--- src/common/nor_pin_map.vh ---
// Purpose: Offsets, field positions, reset values and timing counts.
// Assumes: 32-bit AXI4-Lite data, one aligned word per register.
// Notes: Byte addresses below are used directly by the decoder.
`ifndef NOR_PIN_MAP_VH
`define NOR_PIN_MAP_VH

`define CTRL_OFS 8'h00
`define CONFIG_OFS 8'h04
`define RXDATA_OFS 8'h08
`define TXDATA_OFS 8'h0c
`define STATUS_OFS 8'h10
`define PROBE_OFS 8'h14

`define CTRL_RESET 4'h0
`define CONFIG_RESET 9'h000
`define CTRL_MODE_LSB 0
`define CTRL_TXEN_BIT 2
`define CTRL_BUSY_BIT 3
`define CFG_QE_BIT 0
`define CFG_LOCK_LSB 1
`define CFG_CMP_BIT 3
`define CFG_SEC_BIT 4
`define CFG_TB_BIT 5
`define CFG_BP_LSB 6
`define ST_OVR_BIT 5
`define PROBE_BLOCK_BIT 31

`define MODE_SINGLE 2'h0
`define MODE_DUAL 2'h1
`define MODE_QUAD 2'h2

`define RESP_OKAY 2'h0
`define RESP_SLVERR 2'h2

`define CLK_HZ 25000000
`define WRITE_READY_MS 5
// Five milliseconds of 25 MHz clocks, sized for the 24-bit counter.
`define WRITE_READY_CYC 24'h01e848
`define SECTORS_TOTAL 8'h80
`define SECTORS_PER_BLOCK 8'h10

`endif

--- src/design/pin_sync.v ---
// Purpose: Two-flop synchroniser for a group of asynchronous pin levels.
// Assumes: Each bit is an independent level.
// Notes: The first flop feeds only the second flop.
`timescale 1ns/1ns
module pin_sync #(
  parameter W = 6
) (
  input wire clk_sys_in,
  input wire nrst_in,
  input wire [W-1:0] async_in,
  output wire [W-1:0] sync_out
);
  reg [W-1:0] meta_reg;
  reg [W-1:0] sync_reg;

  always @(posedge clk_sys_in or negedge nrst_in) begin
    if (!nrst_in) begin
      meta_reg <= {W{1'b1}};
      sync_reg <= {W{1'b1}};
    end else begin
      meta_reg <= async_in;
      sync_reg <= meta_reg;
    end
  end

  assign sync_out = sync_reg;
endmodule // pin_sync

--- src/design/region_protect.v ---
// Purpose: Decides whether an array address falls in the protected region.
// Assumes: 512KB array of 128 sectors of 4KB, 64KB blocks.
// Notes: Bottom region when top_bottom_select is 1, top region otherwise.
`timescale 1ns/1ns
`include "nor_pin_map.vh"
module region_protect (
  input wire [18:0] addr_in,
  input wire complement_protect_in,
  input wire sector_granular_protect_in,
  input wire top_bottom_select_in,
  input wire [2:0] block_protect_level_in,
  output wire hit_out
);
  reg [7:0] span;
  reg in_region;
  wire [7:0] sector;

  assign sector = {1'b0, addr_in[18:12]};

  always @* begin
    span = 8'h00;
    if (block_protect_level_in != 3'h0) begin
      if (sector_granular_protect_in) begin
        span = (block_protect_level_in >= 3'h4) ? 8'h08 :
          (8'h01 << (block_protect_level_in - 3'h1));
      end else begin
        span = (block_protect_level_in >= 3'h4) ? `SECTORS_TOTAL :
          (`SECTORS_PER_BLOCK << (block_protect_level_in - 3'h1));
      end
    end
    if (top_bottom_select_in) begin
      in_region = sector < span;
    end else begin
      in_region = sector >= (`SECTORS_TOTAL - span);
    end
  end

  assign hit_out = in_region ^ complement_protect_in;
endmodule // region_protect

--- src/design/serial_nor_pin_interface.v ---
// Purpose: Pin front end of a serial NOR flash with an AXI4-Lite view for the core.
// Assumes: Serial clock well below clk_sys_in/4; pins sampled through two flops.
// Notes: The core fills TXDATA and drains RXDATA; the first byte of a frame is the
//   instruction and always arrives on one lane.
//
// The AXI4-Lite slave port and the address map were chosen for this implementation.
`timescale 1ns/1ns
`include "nor_pin_map.vh"
module serial_nor_pin_interface #(
  parameter [23:0] WRITE_READY_CYCLES = `WRITE_READY_CYC
) (
  input wire clk_sys_in,
  input wire nrst_in,
  input wire select_n_pin_in,
  input wire sclk_pin_in,
  input wire [3:0] io_lane_in,
  output reg [3:0] io_lane_out,
  output reg [3:0] io_lane_oe_out,
  input wire [7:0] awaddr_in,
  input wire awvalid_in,
  output reg awready_out,
  input wire [31:0] wdata_in,
  input wire [3:0] wstrb_in,
  input wire wvalid_in,
  output reg wready_out,
  output reg [1:0] bresp_out,
  output reg bvalid_out,
  input wire bready_in,
  input wire [7:0] araddr_in,
  input wire arvalid_in,
  output reg arready_out,
  output reg [31:0] rdata_out,
  output reg [1:0] rresp_out,
  output reg rvalid_out,
  input wire rready_in
);
  ////////////////////////////////////////////////////////////////////////////
  // Lane width in bits per clock edge; shared by the receive and send paths.
  function [3:0] lane_step;
    input [1:0] mode;
    begin
      if (mode == `MODE_QUAD) begin
        lane_step = 4'h4;
      end else if (mode == `MODE_DUAL) begin
        lane_step = 4'h2;
      end else begin
        lane_step = 4'h1;
      end
    end
  endfunction

  function [31:0] merge_strb;
    input [31:0] old_val;
    input [31:0] new_val;
    input [3:0] strb;
    integer i;
    begin
      merge_strb = old_val;
      for (i = 0; i < 4; i = i + 1) begin
        if (strb[i]) begin
          merge_strb[i*8 +: 8] = new_val[i*8 +: 8];
        end
      end
    end
  endfunction

  ////////////////////////////////////////////////////////////////////////////
  // Pin sampling and edge detection.
  wire [5:0] pins_s;
  wire sel_s;
  wire sclk_s;
  wire [3:0] io_s;
  reg sclk_d_reg;
  reg sel_d_reg;

  pin_sync #(.W(6)) u_pin_sync (
    .clk_sys_in(clk_sys_in),
    .nrst_in(nrst_in),
    .async_in({select_n_pin_in, sclk_pin_in, io_lane_in}),
    .sync_out(pins_s)
  );

  assign sel_s = ~pins_s[5];
  assign sclk_s = pins_s[4];
  assign io_s = pins_s[3:0];

  reg [3:0] ctrl_reg;
  reg [8:0] cfg_reg;
  wire qe;
  wire wp_act;
  wire pause_act;
  wire rise;
  wire fall;
  wire sel_fall;
  reg armed_reg;
  wire active;

  assign qe = cfg_reg[`CFG_QE_BIT];
  assign wp_act = ~qe & ~io_s[2];
  assign pause_act = sel_s & ~qe & ~io_s[3];
  assign rise = sclk_s & ~sclk_d_reg;
  assign fall = ~sclk_s & sclk_d_reg;
  assign sel_fall = sel_s & ~sel_d_reg;
  // Edges are ignored while paused, so counters hold still.
  assign active = sel_s & armed_reg & ~pause_act;

  always @(posedge clk_sys_in or negedge nrst_in) begin
    if (!nrst_in) begin
      sclk_d_reg <= 1'b0;
      sel_d_reg <= 1'b0;
      armed_reg <= 1'b0;
    end else begin
      sclk_d_reg <= sclk_s;
      sel_d_reg <= sel_s;
      if (sel_fall) begin
        armed_reg <= 1'b1;
      end
    end
  end

  ////////////////////////////////////////////////////////////////////////////
  // Power-up write delay.
  reg [23:0] wr_cnt_reg;
  reg wr_ready_reg;

  always @(posedge clk_sys_in or negedge nrst_in) begin
    if (!nrst_in) begin
      wr_cnt_reg <= 24'h000000;
      wr_ready_reg <= 1'b0;
    end else if (!wr_ready_reg) begin
      wr_cnt_reg <= wr_cnt_reg + 24'h000001;
      if (wr_cnt_reg + 24'h000001 >= WRITE_READY_CYCLES) begin
        wr_ready_reg <= 1'b1;
      end
    end
  end

  ////////////////////////////////////////////////////////////////////////////
  // Serial shift engine.
  wire [1:0] mode_req;
  wire [1:0] data_mode;
  wire [1:0] cur_mode;
  wire [3:0] step;
  wire tx_en;
  reg first_reg;
  reg [7:0] rx_sh_reg;
  reg [7:0] rx_sh_next;
  reg [3:0] rx_cnt_reg;
  wire [3:0] rx_cnt_next;
  reg [7:0] tx_sh_reg;
  reg [3:0] tx_cnt_reg;
  reg [7:0] tx_data_reg;
  wire [7:0] tx_word;
  reg [7:0] rx_data_reg;
  reg rx_first_reg;
  reg rx_early_reg;
  reg rx_valid_reg;
  reg overrun_reg;
  wire byte_done;
  wire rx_read;
  wire ovr_clear;
  reg [3:0] oe_next;

  assign mode_req = ctrl_reg[`CTRL_MODE_LSB +: 2];
  // Quad requests fall back to one lane unless quad enable is set.
  assign data_mode = (mode_req == `MODE_QUAD && !qe) ? `MODE_SINGLE :
    (mode_req == 2'h3 ? `MODE_SINGLE : mode_req);
  assign cur_mode = first_reg ? `MODE_SINGLE : data_mode;
  assign step = lane_step(cur_mode);
  assign tx_en = ctrl_reg[`CTRL_TXEN_BIT];
  assign rx_cnt_next = rx_cnt_reg + step;
  assign byte_done = active & rise & (rx_cnt_next == 4'h8);
  assign tx_word = (tx_cnt_reg == 4'h0) ? tx_data_reg : tx_sh_reg;

  always @* begin
    if (cur_mode == `MODE_QUAD) begin
      rx_sh_next = {rx_sh_reg[3:0], io_s[3:0]};
    end else if (cur_mode == `MODE_DUAL) begin
      rx_sh_next = {rx_sh_reg[5:0], io_s[1:0]};
    end else begin
      rx_sh_next = {rx_sh_reg[6:0], io_s[0]};
    end
  end

  always @* begin
    if (data_mode == `MODE_QUAD) begin
      oe_next = 4'hf;
    end else if (data_mode == `MODE_DUAL) begin
      oe_next = 4'h3;
    end else begin
      oe_next = 4'h2;
    end
    if (!(active && tx_en && !first_reg)) begin
      oe_next = 4'h0;
    end
  end

  always @(posedge clk_sys_in or negedge nrst_in) begin
    if (!nrst_in) begin
      first_reg <= 1'b1;
      rx_sh_reg <= 8'h00;
      rx_cnt_reg <= 4'h0;
      tx_sh_reg <= 8'h00;
      tx_cnt_reg <= 4'h0;
      rx_data_reg <= 8'h00;
      rx_first_reg <= 1'b0;
      rx_early_reg <= 1'b0;
      io_lane_out <= 4'h0;
      io_lane_oe_out <= 4'h0;
    end else begin
      io_lane_oe_out <= oe_next;
      if (!sel_s) begin
        first_reg <= 1'b1;
        rx_cnt_reg <= 4'h0;
        tx_cnt_reg <= 4'h0;
      end else if (active && rise) begin
        rx_sh_reg <= rx_sh_next;
        if (byte_done) begin
          rx_cnt_reg <= 4'h0;
          rx_data_reg <= rx_sh_next;
          rx_first_reg <= first_reg;
          rx_early_reg <= ~wr_ready_reg;
          first_reg <= 1'b0;
        end else begin
          rx_cnt_reg <= rx_cnt_next;
        end
      end else if (active && fall && tx_en && !first_reg) begin
        if (data_mode == `MODE_QUAD) begin
          io_lane_out <= tx_word[7:4];
        end else if (data_mode == `MODE_DUAL) begin
          io_lane_out <= {2'h0, tx_word[7:6]};
        end else begin
          io_lane_out <= {2'h0, tx_word[7], 1'b0};
        end
        tx_sh_reg <= tx_word << lane_step(data_mode);
        tx_cnt_reg <= (tx_cnt_reg + lane_step(data_mode)) & 4'h7;
      end
    end
  end

  ////////////////////////////////////////////////////////////////////////////
  // Receive flags; a new byte wins over a clear in the same cycle.
  always @(posedge clk_sys_in or negedge nrst_in) begin
    if (!nrst_in) begin
      rx_valid_reg <= 1'b0;
      overrun_reg <= 1'b0;
    end else begin
      if (byte_done) begin
        rx_valid_reg <= 1'b1;
      end else if (rx_read) begin
        rx_valid_reg <= 1'b0;
      end
      if (byte_done && rx_valid_reg && !rx_read) begin
        overrun_reg <= 1'b1;
      end else if (ovr_clear) begin
        overrun_reg <= 1'b0;
      end
    end
  end

  ////////////////////////////////////////////////////////////////////////////
  // Region protection probe.
  reg [18:0] probe_reg;
  wire prot_hit;

  region_protect u_region_protect (
    .addr_in(probe_reg),
    .complement_protect_in(cfg_reg[`CFG_CMP_BIT]),
    .sector_granular_protect_in(cfg_reg[`CFG_SEC_BIT]),
    .top_bottom_select_in(cfg_reg[`CFG_TB_BIT]),
    .block_protect_level_in(cfg_reg[`CFG_BP_LSB +: 3]),
    .hit_out(prot_hit)
  );

  ////////////////////////////////////////////////////////////////////////////
  // AXI4-Lite slave.
  reg aw_got_reg;
  reg w_got_reg;
  reg [7:0] waddr_reg;
  reg [31:0] wdata_reg;
  reg [3:0] wstrb_reg;
  wire wr_fire;
  wire cfg_locked;
  reg [31:0] rd_mux;
  reg rd_err;
  reg wr_err;
  reg [31:0] wr_val;

  assign wr_fire = aw_got_reg & w_got_reg & ~bvalid_out;
  assign cfg_locked = wp_act & (cfg_reg[`CFG_LOCK_LSB +: 2] != 2'h0);
  assign rx_read = arvalid_in & arready_out & (araddr_in == `RXDATA_OFS);
  assign ovr_clear = wr_fire & (waddr_reg == `STATUS_OFS) &
    wstrb_reg[0] & wdata_reg[`ST_OVR_BIT];

  always @* begin
    wr_err = 1'b0;
    wr_val = 32'h00000000;
    if (waddr_reg == `CTRL_OFS) begin
      wr_val = merge_strb({28'h0000000, ctrl_reg}, wdata_reg, wstrb_reg);
    end else if (waddr_reg == `CONFIG_OFS) begin
      wr_val = merge_strb({23'h000000, cfg_reg}, wdata_reg, wstrb_reg);
      wr_err = cfg_locked;
    end else if (waddr_reg == `TXDATA_OFS) begin
      wr_val = merge_strb({24'h000000, tx_data_reg}, wdata_reg, wstrb_reg);
    end else if (waddr_reg == `PROBE_OFS) begin
      wr_val = merge_strb({13'h0000, probe_reg}, wdata_reg, wstrb_reg);
    end else if (waddr_reg != `STATUS_OFS) begin
      wr_err = 1'b1;
    end
  end

  always @* begin
    rd_err = 1'b0;
    rd_mux = 32'h00000000;
    if (araddr_in == `CTRL_OFS) begin
      rd_mux = {28'h0000000, ctrl_reg};
    end else if (araddr_in == `CONFIG_OFS) begin
      rd_mux = {23'h000000, cfg_reg};
    end else if (araddr_in == `RXDATA_OFS) begin
      rd_mux = {22'h000000, rx_early_reg, rx_first_reg, rx_data_reg};
    end else if (araddr_in == `TXDATA_OFS) begin
      rd_mux = {24'h000000, tx_data_reg};
    end else if (araddr_in == `STATUS_OFS) begin
      rd_mux = {20'h00000, rx_cnt_reg, wp_act, ctrl_reg[`CTRL_BUSY_BIT], overrun_reg,
        wr_ready_reg, pause_act, sel_s, armed_reg, rx_valid_reg};
    end else if (araddr_in == `PROBE_OFS) begin
      rd_mux = {prot_hit | ~wr_ready_reg, 12'h000, probe_reg};
    end else begin
      rd_err = 1'b1;
    end
  end

  always @(posedge clk_sys_in or negedge nrst_in) begin
    if (!nrst_in) begin
      awready_out <= 1'b1;
      wready_out <= 1'b1;
      aw_got_reg <= 1'b0;
      w_got_reg <= 1'b0;
      waddr_reg <= 8'h00;
      wdata_reg <= 32'h00000000;
      wstrb_reg <= 4'h0;
      bvalid_out <= 1'b0;
      bresp_out <= `RESP_OKAY;
      arready_out <= 1'b1;
      rvalid_out <= 1'b0;
      rdata_out <= 32'h00000000;
      rresp_out <= `RESP_OKAY;
      ctrl_reg <= `CTRL_RESET;
      cfg_reg <= `CONFIG_RESET;
      tx_data_reg <= 8'h00;
      probe_reg <= 19'h00000;
    end else begin
      if (awready_out && awvalid_in) begin
        aw_got_reg <= 1'b1;
        waddr_reg <= {awaddr_in[7:2], 2'h0};
        awready_out <= 1'b0;
      end
      if (wready_out && wvalid_in) begin
        w_got_reg <= 1'b1;
        wdata_reg <= wdata_in;
        wstrb_reg <= wstrb_in;
        wready_out <= 1'b0;
      end
      if (wr_fire) begin
        aw_got_reg <= 1'b0;
        w_got_reg <= 1'b0;
        bvalid_out <= 1'b1;
        bresp_out <= wr_err ? `RESP_SLVERR : `RESP_OKAY;
        if (!wr_err) begin
          if (waddr_reg == `CTRL_OFS) begin
            // Busy is held by the core only; deselect leaves it alone.
            ctrl_reg <= wr_val[3:0];
          end else if (waddr_reg == `CONFIG_OFS) begin
            cfg_reg <= wr_val[8:0];
          end else if (waddr_reg == `TXDATA_OFS) begin
            tx_data_reg <= wr_val[7:0];
          end else if (waddr_reg == `PROBE_OFS) begin
            probe_reg <= wr_val[18:0];
          end
        end
      end
      if (bvalid_out && bready_in) begin
        bvalid_out <= 1'b0;
        awready_out <= 1'b1;
        wready_out <= 1'b1;
      end
      if (arready_out && arvalid_in) begin
        arready_out <= 1'b0;
        rvalid_out <= 1'b1;
        rdata_out <= rd_mux;
        rresp_out <= rd_err ? `RESP_SLVERR : `RESP_OKAY;
      end
      if (rvalid_out && rready_in) begin
        rvalid_out <= 1'b0;
        arready_out <= 1'b1;
      end
    end
  end
endmodule // serial_nor_pin_interface

--- config.mk ---
export PLATFORM = sky130hd
export DESIGN_NAME = serial_nor_pin_interface
export DESIGN_NICKNAME = d
export VERILOG_FILES = /design/src/design/pin_sync.v /design/src/design/region_protect.v /design/src/design/serial_nor_pin_interface.v
export VERILOG_INCLUDE_DIRS = /design/src /design/src/common
export SDC_FILE = /design/constraint.sdc
export NUM_CORES = 1
export LEC_CHECK = 0
export BUFFER_PORTS_ARGS = -buffer_cell sky130_fd_sc_hd__buf_2
export CORE_MARGIN = 3
export CORE_UTILIZATION = 33
export DETAILED_ROUTE_END_ITERATION = 8
export PLACE_DENSITY = 0.55
export SETUP_SLACK_MARGIN = 0.02
export SYNTH_ARGS = -nofsm -noshare
export SYNTH_HDL_FRONTEND = slang
export SYNTH_SLANG_ARGS = --single-unit
--- constraint.sdc ---
create_clock -name clk_sys_in -period 2.9 [get_ports clk_sys_in]
set_input_delay 0.145 -clock clk_sys_in [delete_from_list [all_inputs] [get_ports clk_sys_in]]
set_output_delay 0.145 -clock clk_sys_in [all_outputs]
set_load 0.05 [all_outputs]
## After elaboration in Yosys (flattened, before gate mapping)

Index checks and enable logic that the tools add are counted.

- $add $sub $neg: 5
- Magnitude comparators: 4
- Equal/unequal tests: 18
- Shifts and indexed selects: 3
- Muxes and demuxes: 83
- Bitwise operators: 35
- Reductions and logical operators: 46

Operator list:

| kind | number |
|---|---|
| 32-bit 2-to-1 mux | 6 |
| 8-bit 2-to-1 mux | 14 |
| 19-bit 2-to-1 mux | 3 |
| 4-bit 2-to-1 mux | 13 |
| 1-bit 2-to-1 mux | 37 |
| 24-bit by 1-bit adder with 24-bit output (second input constant) | 1 |
| 24-bit by 17-bit >= comparator with 1-bit output (second input constant) | 1 |
| 2-bit nonzero test | 12 |
| 1-bit AND | 18 |
| 8-bit by 4-bit == test with 1-bit output (second input constant) | 2 |
| 8-bit by 5-bit == test with 1-bit output (second input constant) | 2 |
| 8-bit zero test | 2 |
| 1-bit inverter | 15 |
| 1-bit logical AND | 14 |
| 2-bit 2-to-1 mux | 7 |
| 7-bit AND reduction | 2 |
| 6-bit by 3-bit == test with 1-bit output (second input constant) | 2 |
| 3-bit 2-to-1 mux | 3 |
| 3-bit AND reduction | 3 |
| 2-bit == test (second input constant) | 4 |
| 8-bit by 3-bit == test with 1-bit output (second input constant) | 1 |
| 7-bit by 8-bit >= comparator with 1-bit output | 1 |
| 7-bit by 8-bit less-than comparator with 1-bit output | 1 |
| 4-bit nonzero test | 2 |
| other kinds (23) | 28 |

- Bits in registers: 196
- Input port bits: 65
- Output and inout bits: 49
- Word-level logic and storage cells: 232

## Logic depth before layout (Yosys ltp)

Gate-level depths: netlist (run 1).

- Word-level depth: 16
- Gate-level depth with buffers: 17
- Depth with buffers taken out: 15

## Modules after synthesis

Synthesis (run 1) repeated with hierarchy kept, for this count alone.

- Cell total of the unflattened synthesis: 941
- Area, all modules: 9,520.4 sq um

By module, submodules not included:

| module | times used | cells an instance | area each (sq um) | sequential area each (sq um) |
|---|---|---|---|---|
| serial_nor_pin_interface | 1 | 836 | 8,548.2 | 4,184.0 |
| region_protect | 1 | 93 | 656.9 | 0.0 |
| pin_sync | 1 | 12 | 315.3 | 315.3 |

## Least setup slack after synthesis (run 1)

No wires, ideal clock.

- Path kind: register -> register
- Start point: register cfg_reg[6]
- End point: register rdata_out[31]
- Library setup time: 126 ps
- Arrival: 2,960 ps
- Data required time: 2,774 ps
- Path slack: -186 ps
- Cell stages (with the launch flop): 17
- Buffers on the path: 2
- Period minus slack after synthesis: 3,086 ps
- Cell sequence: dfrtp_1 -> buf_2 -> or2_2 -> inv_1 -> ha_1 -> clkbuf_1 -> nand3_1 -> nand2b_1 -> ha_1 -> nand4_1 -> mux2i_1 -> ha_1 -> a211oi_1 -> o21ai_0 -> o211ai_1 -> mux2i_1 -> a221o_1

- Cells in the longest elaborated chain, start to end: 16
- Elaborated cells between the ends (all ways): 21
- Those cells by class: add/sub (2); order compare (3); shift (2); mux (11); bitwise (2); reduce/logical (1)

Ends and longest elaborated chain:

| what | RTL line | text |
|---|---|---|
| start, declared | serial_nor_pin_interface.v:88 | `reg [8:0] cfg_reg;` |
| start signal, assigned | serial_nor_pin_interface.v:349 | `` cfg_reg <= `CONFIG_RESET; `` |
| start signal, assigned | serial_nor_pin_interface.v:374 | `cfg_reg <= wr_val[8:0];` |
| 3-bit by 1-bit subtractor with 3-bit output | region_protect.v:25, region_protect.v:28 |  |
| 5-bit by 3-bit << shifter with 8-bit output (no line) or 1-bit by 3-bit << shifter with 8-bit output (tied branches) | n/a |  |
| 8-bit 2-to-1 mux, on equally long branches | region_protect.v:27, region_protect.v:24 |  |
| 8-bit 2-to-1 mux | region_protect.v:23 | `if (sector_granular_protect_in) begin` |
| 8-bit 2-to-1 mux (*) | region_protect.v:22 | `if (block_protect_level_in != 3'h0) begin` |
| 8-bit subtractor (no line) | n/a |  |
| 7-bit by 8-bit >= comparator with 1-bit output | region_protect.v:34 | `` in_region = sector >= (`SECTORS_TOTAL - span); `` |
| 1-bit 2-to-1 mux (*) | region_protect.v:31 | `if (top_bottom_select_in) begin` |
| 1-bit XOR (*) | region_protect.v:38 | `assign hit_out = in_region ^ complement_protect_in;` |
| 1-bit bitwise OR (*) | serial_nor_pin_interface.v:327 | `rd_mux = {prot_hit \| ~wr_ready_reg, 12'h000, probe_reg};` |
| 32-bit 2-to-1 mux (*) | serial_nor_pin_interface.v:326 | `` end else if (araddr_in == `PROBE_OFS) begin `` |
| 32-bit 2-to-1 mux (*) | serial_nor_pin_interface.v:323 | `` end else if (araddr_in == `STATUS_OFS) begin `` |
| 32-bit 2-to-1 mux (*) | serial_nor_pin_interface.v:321 | `` end else if (araddr_in == `TXDATA_OFS) begin `` |
| 32-bit 2-to-1 mux (*) | serial_nor_pin_interface.v:319 | `` end else if (araddr_in == `RXDATA_OFS) begin `` |
| 32-bit 2-to-1 mux (*) | serial_nor_pin_interface.v:317 | `` end else if (araddr_in == `CONFIG_OFS) begin `` |
| 32-bit 2-to-1 mux (*) | serial_nor_pin_interface.v:315 | `` if (araddr_in == `CTRL_OFS) begin `` |
| end signal, assigned | serial_nor_pin_interface.v:390 | `rdata_out <= rd_mux;` |
| end, declared | serial_nor_pin_interface.v:32 | `output reg [31:0] rdata_out,` |

Every way passes the cells marked *; elsewhere a longest branch is shown, timed or not.
A chain may end at the register's enable or synchronous reset.

## Final worst setup path (run 1)

Ends and elaborated chain as after synthesis.

==> run_results.csv, run 1 <==
group,metric,value,unit
layout,final_layout_size_suffix_gt1_frac,0.260,
drt,post_drt_wl_per_cell,16.3,microns
critical_path,worst_path_largest_cell_delay,0.38,ns
pwr,vdd.ir_drop.worst,417,uV
layout,final_nets,1130,
drt,drt-vias-per-instance,4.90,
placement,post-place-ws,0.0411,ns
timing,period_needed,2.84,ns
status,result_of_the_run,"finished, final reports clean",
clock_tree,cts_root_buf,"clkbuf_16",
floorplan,rows,60,
critical_path,worst_setup_path_end_kind,"register",
clock_tree,clk_pin_slew,0.07,ns
yosys,yosys_most_used_dff,"dfrtp_1",
critical_path,cp_num_buf_inv,2,
timing,timing_worst_slew_pin_value,1.03,ns
yosys,synth_seq_area_share,0.487,
floorplan,floorplan.die_area,30000,sq um
global_routing,global_route_wire_length_before_repair,37800,microns
clock_tree,cts_tree,"yes",
global_routing,gr-usage-all-layers,0.157,
placement,gp_congestion,0.835,
timing,post-route-period-util,0.979,
timing,max_freq,352,MHz
drt,detail_route.first_pass.iterations,4,
yosys,ys_async_sr_fraction,1.00,
critical_path,regToRegSetupSlack,0.06,ns
timing,worst_slew_margin,0.312,
layout,syn_to_final_growth,22.5,%
clock_tree,numClockSinks,179,
critical_path,critical_path.slowest_cell,"dfrtp_1",
layout,largest_reg_flops,24,
critical_path,critical_path_arrival,3.15,ns
critical_path,worst-path-max-fanout,6,
global_routing,globalRouteOverflowTotal,0,
timing,hold_violations,0,
clock_tree,ctsLongestPathBuffers,2,
critical_path,worst-r2r-cell-count,14,
yosys,synth-warning-count,0,
layout,layout.cells.most_common,"dfrtp_1",
critical_path,crit_family,"compound AO/OA/AOI/OAI gates",
drt,totalWireLength,23200,microns
layout,fin_cells,1421,
timing,skew,0.0218,ns
critical_path,worstReg2RegStart,"cfg_reg[6]",
yosys,netlist_instances,892,
layout,most_used_cells_in_the_layout_excluding_fill_and_tap_cells,"dfrtp_1 (163), nand2_1 (90), buf_2 (82)",
timing,grt_setup_unrepaired,"yes",
critical_path,crit_path_cell_trace,"or2_4 > inv_4 > ha_4 > nand3_2 > nand2b_4 > ha_4 > inv_2 > ha_4 > a211o_1 > a21oi_2 > o21ai_1 > o211ai_1 > mux2i_1 > a221o_1",
pwr,cellPowerDensity,726,nW/um^2
yosys,syn_avg_cell_area,10.3,sq um
pwr,report.power.total,8.21,mW
floorplan,die_span_in_y,173,microns
global_routing,grt_max_degree,71,
critical_path,crit_start,"cfg_reg[6]",
floorplan,core-area,27300,sq um
global_routing,grt_pass1_vias,6837,
yosys,register_bit_total_from_synthesis,179,
clock_tree,number_of_clock_buffers_inserted_by_tritoncts,17,
critical_path,worstSetupStartpointType,"register",
hold_path,timing.hold.worst.class,"in -> reg",
clock_tree,htree_levels,4,
floorplan,floorplan.die.width,173,microns
pwr,leak_pwr,5.19,nW
timing,hold-worst-slack,0.163,ns
placement,numPortBuffers,83,
critical_path,required,3.22,ns
placement,post-place-cells,1338,
layout,seq_area,4500,sq um
yosys,synth_enable_flop_cells,0,
critical_path,r2r_end,"rdata_out[31]",
yosys,syn-cell-area,9230,sq um
layout,n_fill_cell,2651,
drt,ant_nets,0,
timing,final.setup.worst_slack,0.0611,ns
critical_path,timing.critical_path.depth,14,
floorplan,num_io_pins,114,
yosys,distinct_cell_type_count_of_the_synthesized_netlist,69,
floorplan,start_util,0.339,
drt,drc,0,
drt,drtIter0Drc,493,
critical_path,path_common_cell,"ha_4",
layout,multi_input_area,4440,sq um
critical_path,critPathKind,"reg -> reg",
critical_path,worst_setup_path_endpoint,"rdata_out[31]",
job,drv.max_cap_violation_count,0,
clock_tree,worstSkewPairLatency,0.44,ns
timing,timing.final.setup_violations,0,
global_routing,initial_antenna_violation_count,2,
timing,finalMaxSlewViolations,0,
drt,detailroute.via_count,6968,
placement,dp_hpwl,16500,microns
[layout make-up]
type	instances	area share
diodes	1	0.000221
clock buffers	19	0.0392
clock inverters	13	0.0107
inverters	39	0.0132
multi-input cells	629	0.393
flip-flops and latches	179	0.398
well taps	372	0.0411
repair buffers	169	0.105
[layer usage]
layer	track usage	routed length [microns]
met4	0.0490	246
met1	0.226	11400
met2	0.237	10500
met3	0.0322	997
met5	0	13
[cells in the mapped netlist (all sizes together) (5+ instances only)]
library cell,count,area (sq um)
xor2,14,123
o31ai,5,37.5
mux2i,34,340
or3,5,31.3
buf,31,189
nand2,91,344
nor4,6,50.0
nor3,14,80.1
mux2,68,766
dfrtp,163,4080
clkbuf,27,101
nor2,50,206
o211ai,9,67.6
o21ai,61,305
dfstp,16,420
o22ai,8,50.1
nand2b,8,50.1
a22o,11,96.3
xnor2,22,193
ha,28,350
a21oi,50,250
a221oi,9,78.8
nor3b,6,45.0
inv,38,143
nor2b,10,62.6
o221ai,5,43.8
nand3,36,180
and3,6,37.5
and2,5,31.3
[timing repair]
item                                   CTS  global route
hold buffers                            42             0
setup endpoints to repair                1            11
pin swaps                                0            17
setup buffers                            0             8
endpoints found under the hold margin   96             0
resized for setup                        1            13
[power by group]
part	total [mW]	internal, mW	switching, mW
registers	3.53	2.99	0.535
logic	2.45	1.15	1.30
clock network	2.24	1.15	1.08
[cells by family (layout without fill, tap and decap cells)]
| group | after synthesis | in the layout | synth area share |
|---|---|---|---|
| and+or+nand+nor | 256 | 256 | 0.139 |
| AOI/OAI and AO/OA | 191 | 191 | 0.130 |
| DFF | 179 | 179 | 0.487 |
| muxes | 102 | 102 | 0.120 |
| buffers and inverters | 97 | 240 | 0.0473 |
| xor gates and xnor gates | 36 | 36 | 0.0342 |
| adders and majority gates | 30 | 30 | 0.0423 |
| other | 1 | 15 | 0.000406 |
[tightest hold or removal path, stage by stage]
cell and delay, ns:
buf_2 0.12, and2_1 0.21, o31ai_1 0.08
[per-stage QoR]
stage / setup TNS (ns) / cell area (sq um) / utilization
after global routing: -0.0762 / 11300 / 0.415
final: 0 / 11300 / 0.415
after detailed placement: 0 / 10200 / 0.375
after CTS: 0 / 11200 / 0.411
after floorplan: 0 / 9350 / -
after global placement: 0 / 10200 / 0.375
[worst min path at each step]
| stage | startpoint | end | slack (ns) | cells past startpoint |
|---|---|---|---|---|
| after floorplan | nrst_in | armed_reg | -0.15 | 0 |
| after global placement | nrst_in | wr_cnt_reg[18] | 0.16 | 1 |
| after detailed placement | nrst_in | wr_cnt_reg[17] | 0.16 | 1 |
| after CTS | araddr_in[4] | rresp_out[1] | 0.16 | 3 |
| after global routing | araddr_in[4] | rresp_out[1] | 0.21 | 3 |
| final | araddr_in[4] | rresp_out[1] | 0.16 | 3 |
(Power assumes the default switching activity.)
==> inputs of run 2 (changes only) <==
- SETUP_SLACK_MARGIN: 0.02 -> 0.2
==> run 2 against run 1 <==
Compared with the run above:
- sequential share of layout area shrank 0.19 points
- first-iteration DRC count rose by 11%
- via count is 1.6% higher
- clock skew is 0.012 ns lower
- cell area rose by 0.48%
- largest cell class unchanged
- largest power group unchanged
==> run_results.csv, run 2 (synthesis results as in run 1) <==
group,metric,value,unit
layout,final_layout_size_suffix_gt1_frac,0.263,
clock_tree,cts_root_buf,"clkbuf_16",
pwr,leak_pwr,5.17,nW
critical_path,timing.critical_path.depth,14,
layout,most_used_cells_in_the_layout_excluding_fill_and_tap_cells,"dfrtp_1 (163), nand2_1 (90), buf_2 (83)",
clock_tree,cts_tree,"yes",
critical_path,worst_setup_path_endpoint,"rdata_out[31]",
clock_tree,clk_pin_slew,0.07,ns
critical_path,crit_start,"cfg_reg[6]",
hold_path,timing.hold.worst.class,"in -> reg",
drt,drc,0,
layout,largest_reg_flops,24,
floorplan,floorplan.die.width,173,microns
timing,hold-worst-slack,0.175,ns
layout,syn_to_final_growth,23.1,%
clock_tree,number_of_clock_buffers_inserted_by_tritoncts,17,
critical_path,worst-path-max-fanout,7,
floorplan,start_util,0.339,
layout,post-route-cell-area,11400,sq um
drt,ant_nets,0,
drt,post_drt_wl_per_cell,16.3,microns
floorplan,floorplan.die_area,30000,sq um
critical_path,regToRegSetupSlack,0.09,ns
critical_path,cp_num_buf_inv,2,
floorplan,die_span_in_y,173,microns
global_routing,grt_pass1_vias,6974,
layout,final_nets,1129,
timing,finalMaxSlewViolations,0,
critical_path,r2r_end,"rdata_out[31]",
job,drv.max_cap_violation_count,0,
timing,timing.final.setup_violations,0,
drt,totalWireLength,23200,microns
timing,period_needed,2.81,ns
critical_path,crit_path_cell_trace,"or2_4 > inv_4 > ha_4 > nand3_2 > nand2b_4 > ha_4 > inv_1 > ha_1 > a211o_1 > a21oi_2 > o21ai_1 > o211ai_1 > mux2i_1 > a221o_1",
critical_path,worstSetupStartpointType,"register",
timing,timing_worst_slew_pin_value,1.07,ns
layout,fin_cells,1420,
critical_path,critical_path.slowest_cell,"dfrtp_1",
global_routing,gr-usage-all-layers,0.157,
status,result_of_the_run,"finished, final reports clean",
critical_path,worst_path_largest_cell_delay,0.38,ns
global_routing,globalRouteOverflowTotal,0,
global_routing,initial_antenna_violation_count,1,
drt,detail_route.first_pass.iterations,5,
timing,hold_violations,0,
timing,grt_setup_unrepaired,"yes",
critical_path,crit_family,"compound AO/OA/AOI/OAI gates",
placement,dp_hpwl,16700,microns
layout,final_util,0.417,
pwr,cellPowerDensity,730,nW/um^2
clock_tree,numClockSinks,179,
placement,post-place-cells,1337,
timing,max_freq,356,MHz
placement,gp_congestion,0.857,
drt,drtIter0Drc,547,
pwr,vdd.ir_drop.worst,497,uV
critical_path,required,3.21,ns
floorplan,core-area,27300,sq um
clock_tree,ctsLongestPathBuffers,2,
placement,dpl-instance-area,10200,sq um
layout,layout.cells.most_common,"dfrtp_1",
clock_tree,htree_levels,4,
critical_path,critPathKind,"reg -> reg",
timing,skew,0.00957,ns
floorplan,rows,60,
critical_path,worst_setup_path_end_kind,"register",
timing,post-route-period-util,0.968,
drt,drt-vias-per-instance,4.98,
critical_path,worst-r2r-cell-count,14,
critical_path,critical_path_arrival,3.12,ns
clock_tree,worstSkewPairLatency,0.43,ns
global_routing,grt_max_degree,69,
drt,detailroute.via_count,7077,
critical_path,worstReg2RegStart,"cfg_reg[6]",
timing,worst_slew_margin,0.285,
global_routing,global_route_wire_length_before_repair,37800,microns
floorplan,num_io_pins,114,
placement,numPortBuffers,83,
hold_path,hold_path.startpoint,"araddr_in[4]",
critical_path,path_common_cell,"ha_4",
run 2: cell types whose count changed in the layout (fill, tap and decap cells not counted), moves of 2 or more:
cell        before  now
buf_4           42   37
clkinv_4         4    0
clkinvlp_4       1    5
o21ai_0         58   54
o21ai_1          3    7
buf_6            2    5
bufinv_16        0    2
clkbuf_1         1    3
inv_8            2    0
mux2_2          68   66
mux2_4           0    2
run 2: report_power, final:
group          total (mW)  internal (mW)  switching (mW)
combinational        2.41           1.15            1.26
clock                2.31           1.28            1.03
sequential           3.58           2.99           0.589
total                8.30           5.41            2.88
run 2: cell type report:
type	count	area, sq um
Fill cell	2629	15900
Sequential cell	179	4500
Multi-Input combinational cell	629	4480
Timing Repair Buffer	168	1200
Tap cell	372	465
Clock buffer	20	437
Inverter	39	151
Clock inverter	12	134
Antenna cell	1	2.50
run 2: worst reg2reg max path, cell delays in order (launching register included):
cell      delay (ns)
dfrtp_1         0.38
or2_4           0.27
inv_4           0.08
ha_4            0.19
nand3_2         0.09
nand2b_4        0.17
ha_4            0.26
inv_1           0.04
ha_1            0.27
a211o_1         0.27
a21oi_2         0.12
o21ai_1         0.07
o211ai_1        0.13
mux2i_1         0.11
a221o_1         0.26
run 2: how the worst min path moves through the flow:
| stage | slack, ns | endpoint | cells past startpoint |
|---|---|---|---|
| after floorplan | -0.15 | armed_reg | 0 |
| after detailed placement | 0.21 | waddr_reg[5] | 1 |
| after global routing | 0.18 | rresp_out[1] | 3 |
| final | 0.17 | rresp_out[1] | 3 |
| after CTS | 0.13 | rresp_out[1] | 3 |
| after global placement | 0.21 | rx_sh_reg[1] | 1 |
run 2: repair_timing:
item,in CTS,in global routing
buffers inserted,5,3
resized for setup,8,19
hold endpoints to repair,95,0
hold buffers,41,0
gates cloned,0,1
endpoints found under the setup margin,9,13
pin swaps,9,14
run 2: per-stage QoR:
| step | setup slack [ns] | power (mW) | setup TNS [ns] |
|---|---|---|---|
| after floorplan | 0.0408 | 5.13 | 0 |
| after global placement | 0.0819 | 5.82 | 0 |
| after detailed placement | 0.0509 | 5.87 | 0 |
| after CTS | 0.0707 | 8.36 | 0 |
| after global routing | -0.0894 | 8.83 | -0.0894 |
| final | 0.0916 | 8.30 | 0 |
run 2: per-layer routing:
layer	track usage	part of all wire	up-vias
met5	0	0	-
met2	0.244	0.45	144
met4	0.0436	0.013	0
met1	0.224	0.49	3481
li1	-	-	3432
met3	0.0298	0.040	20
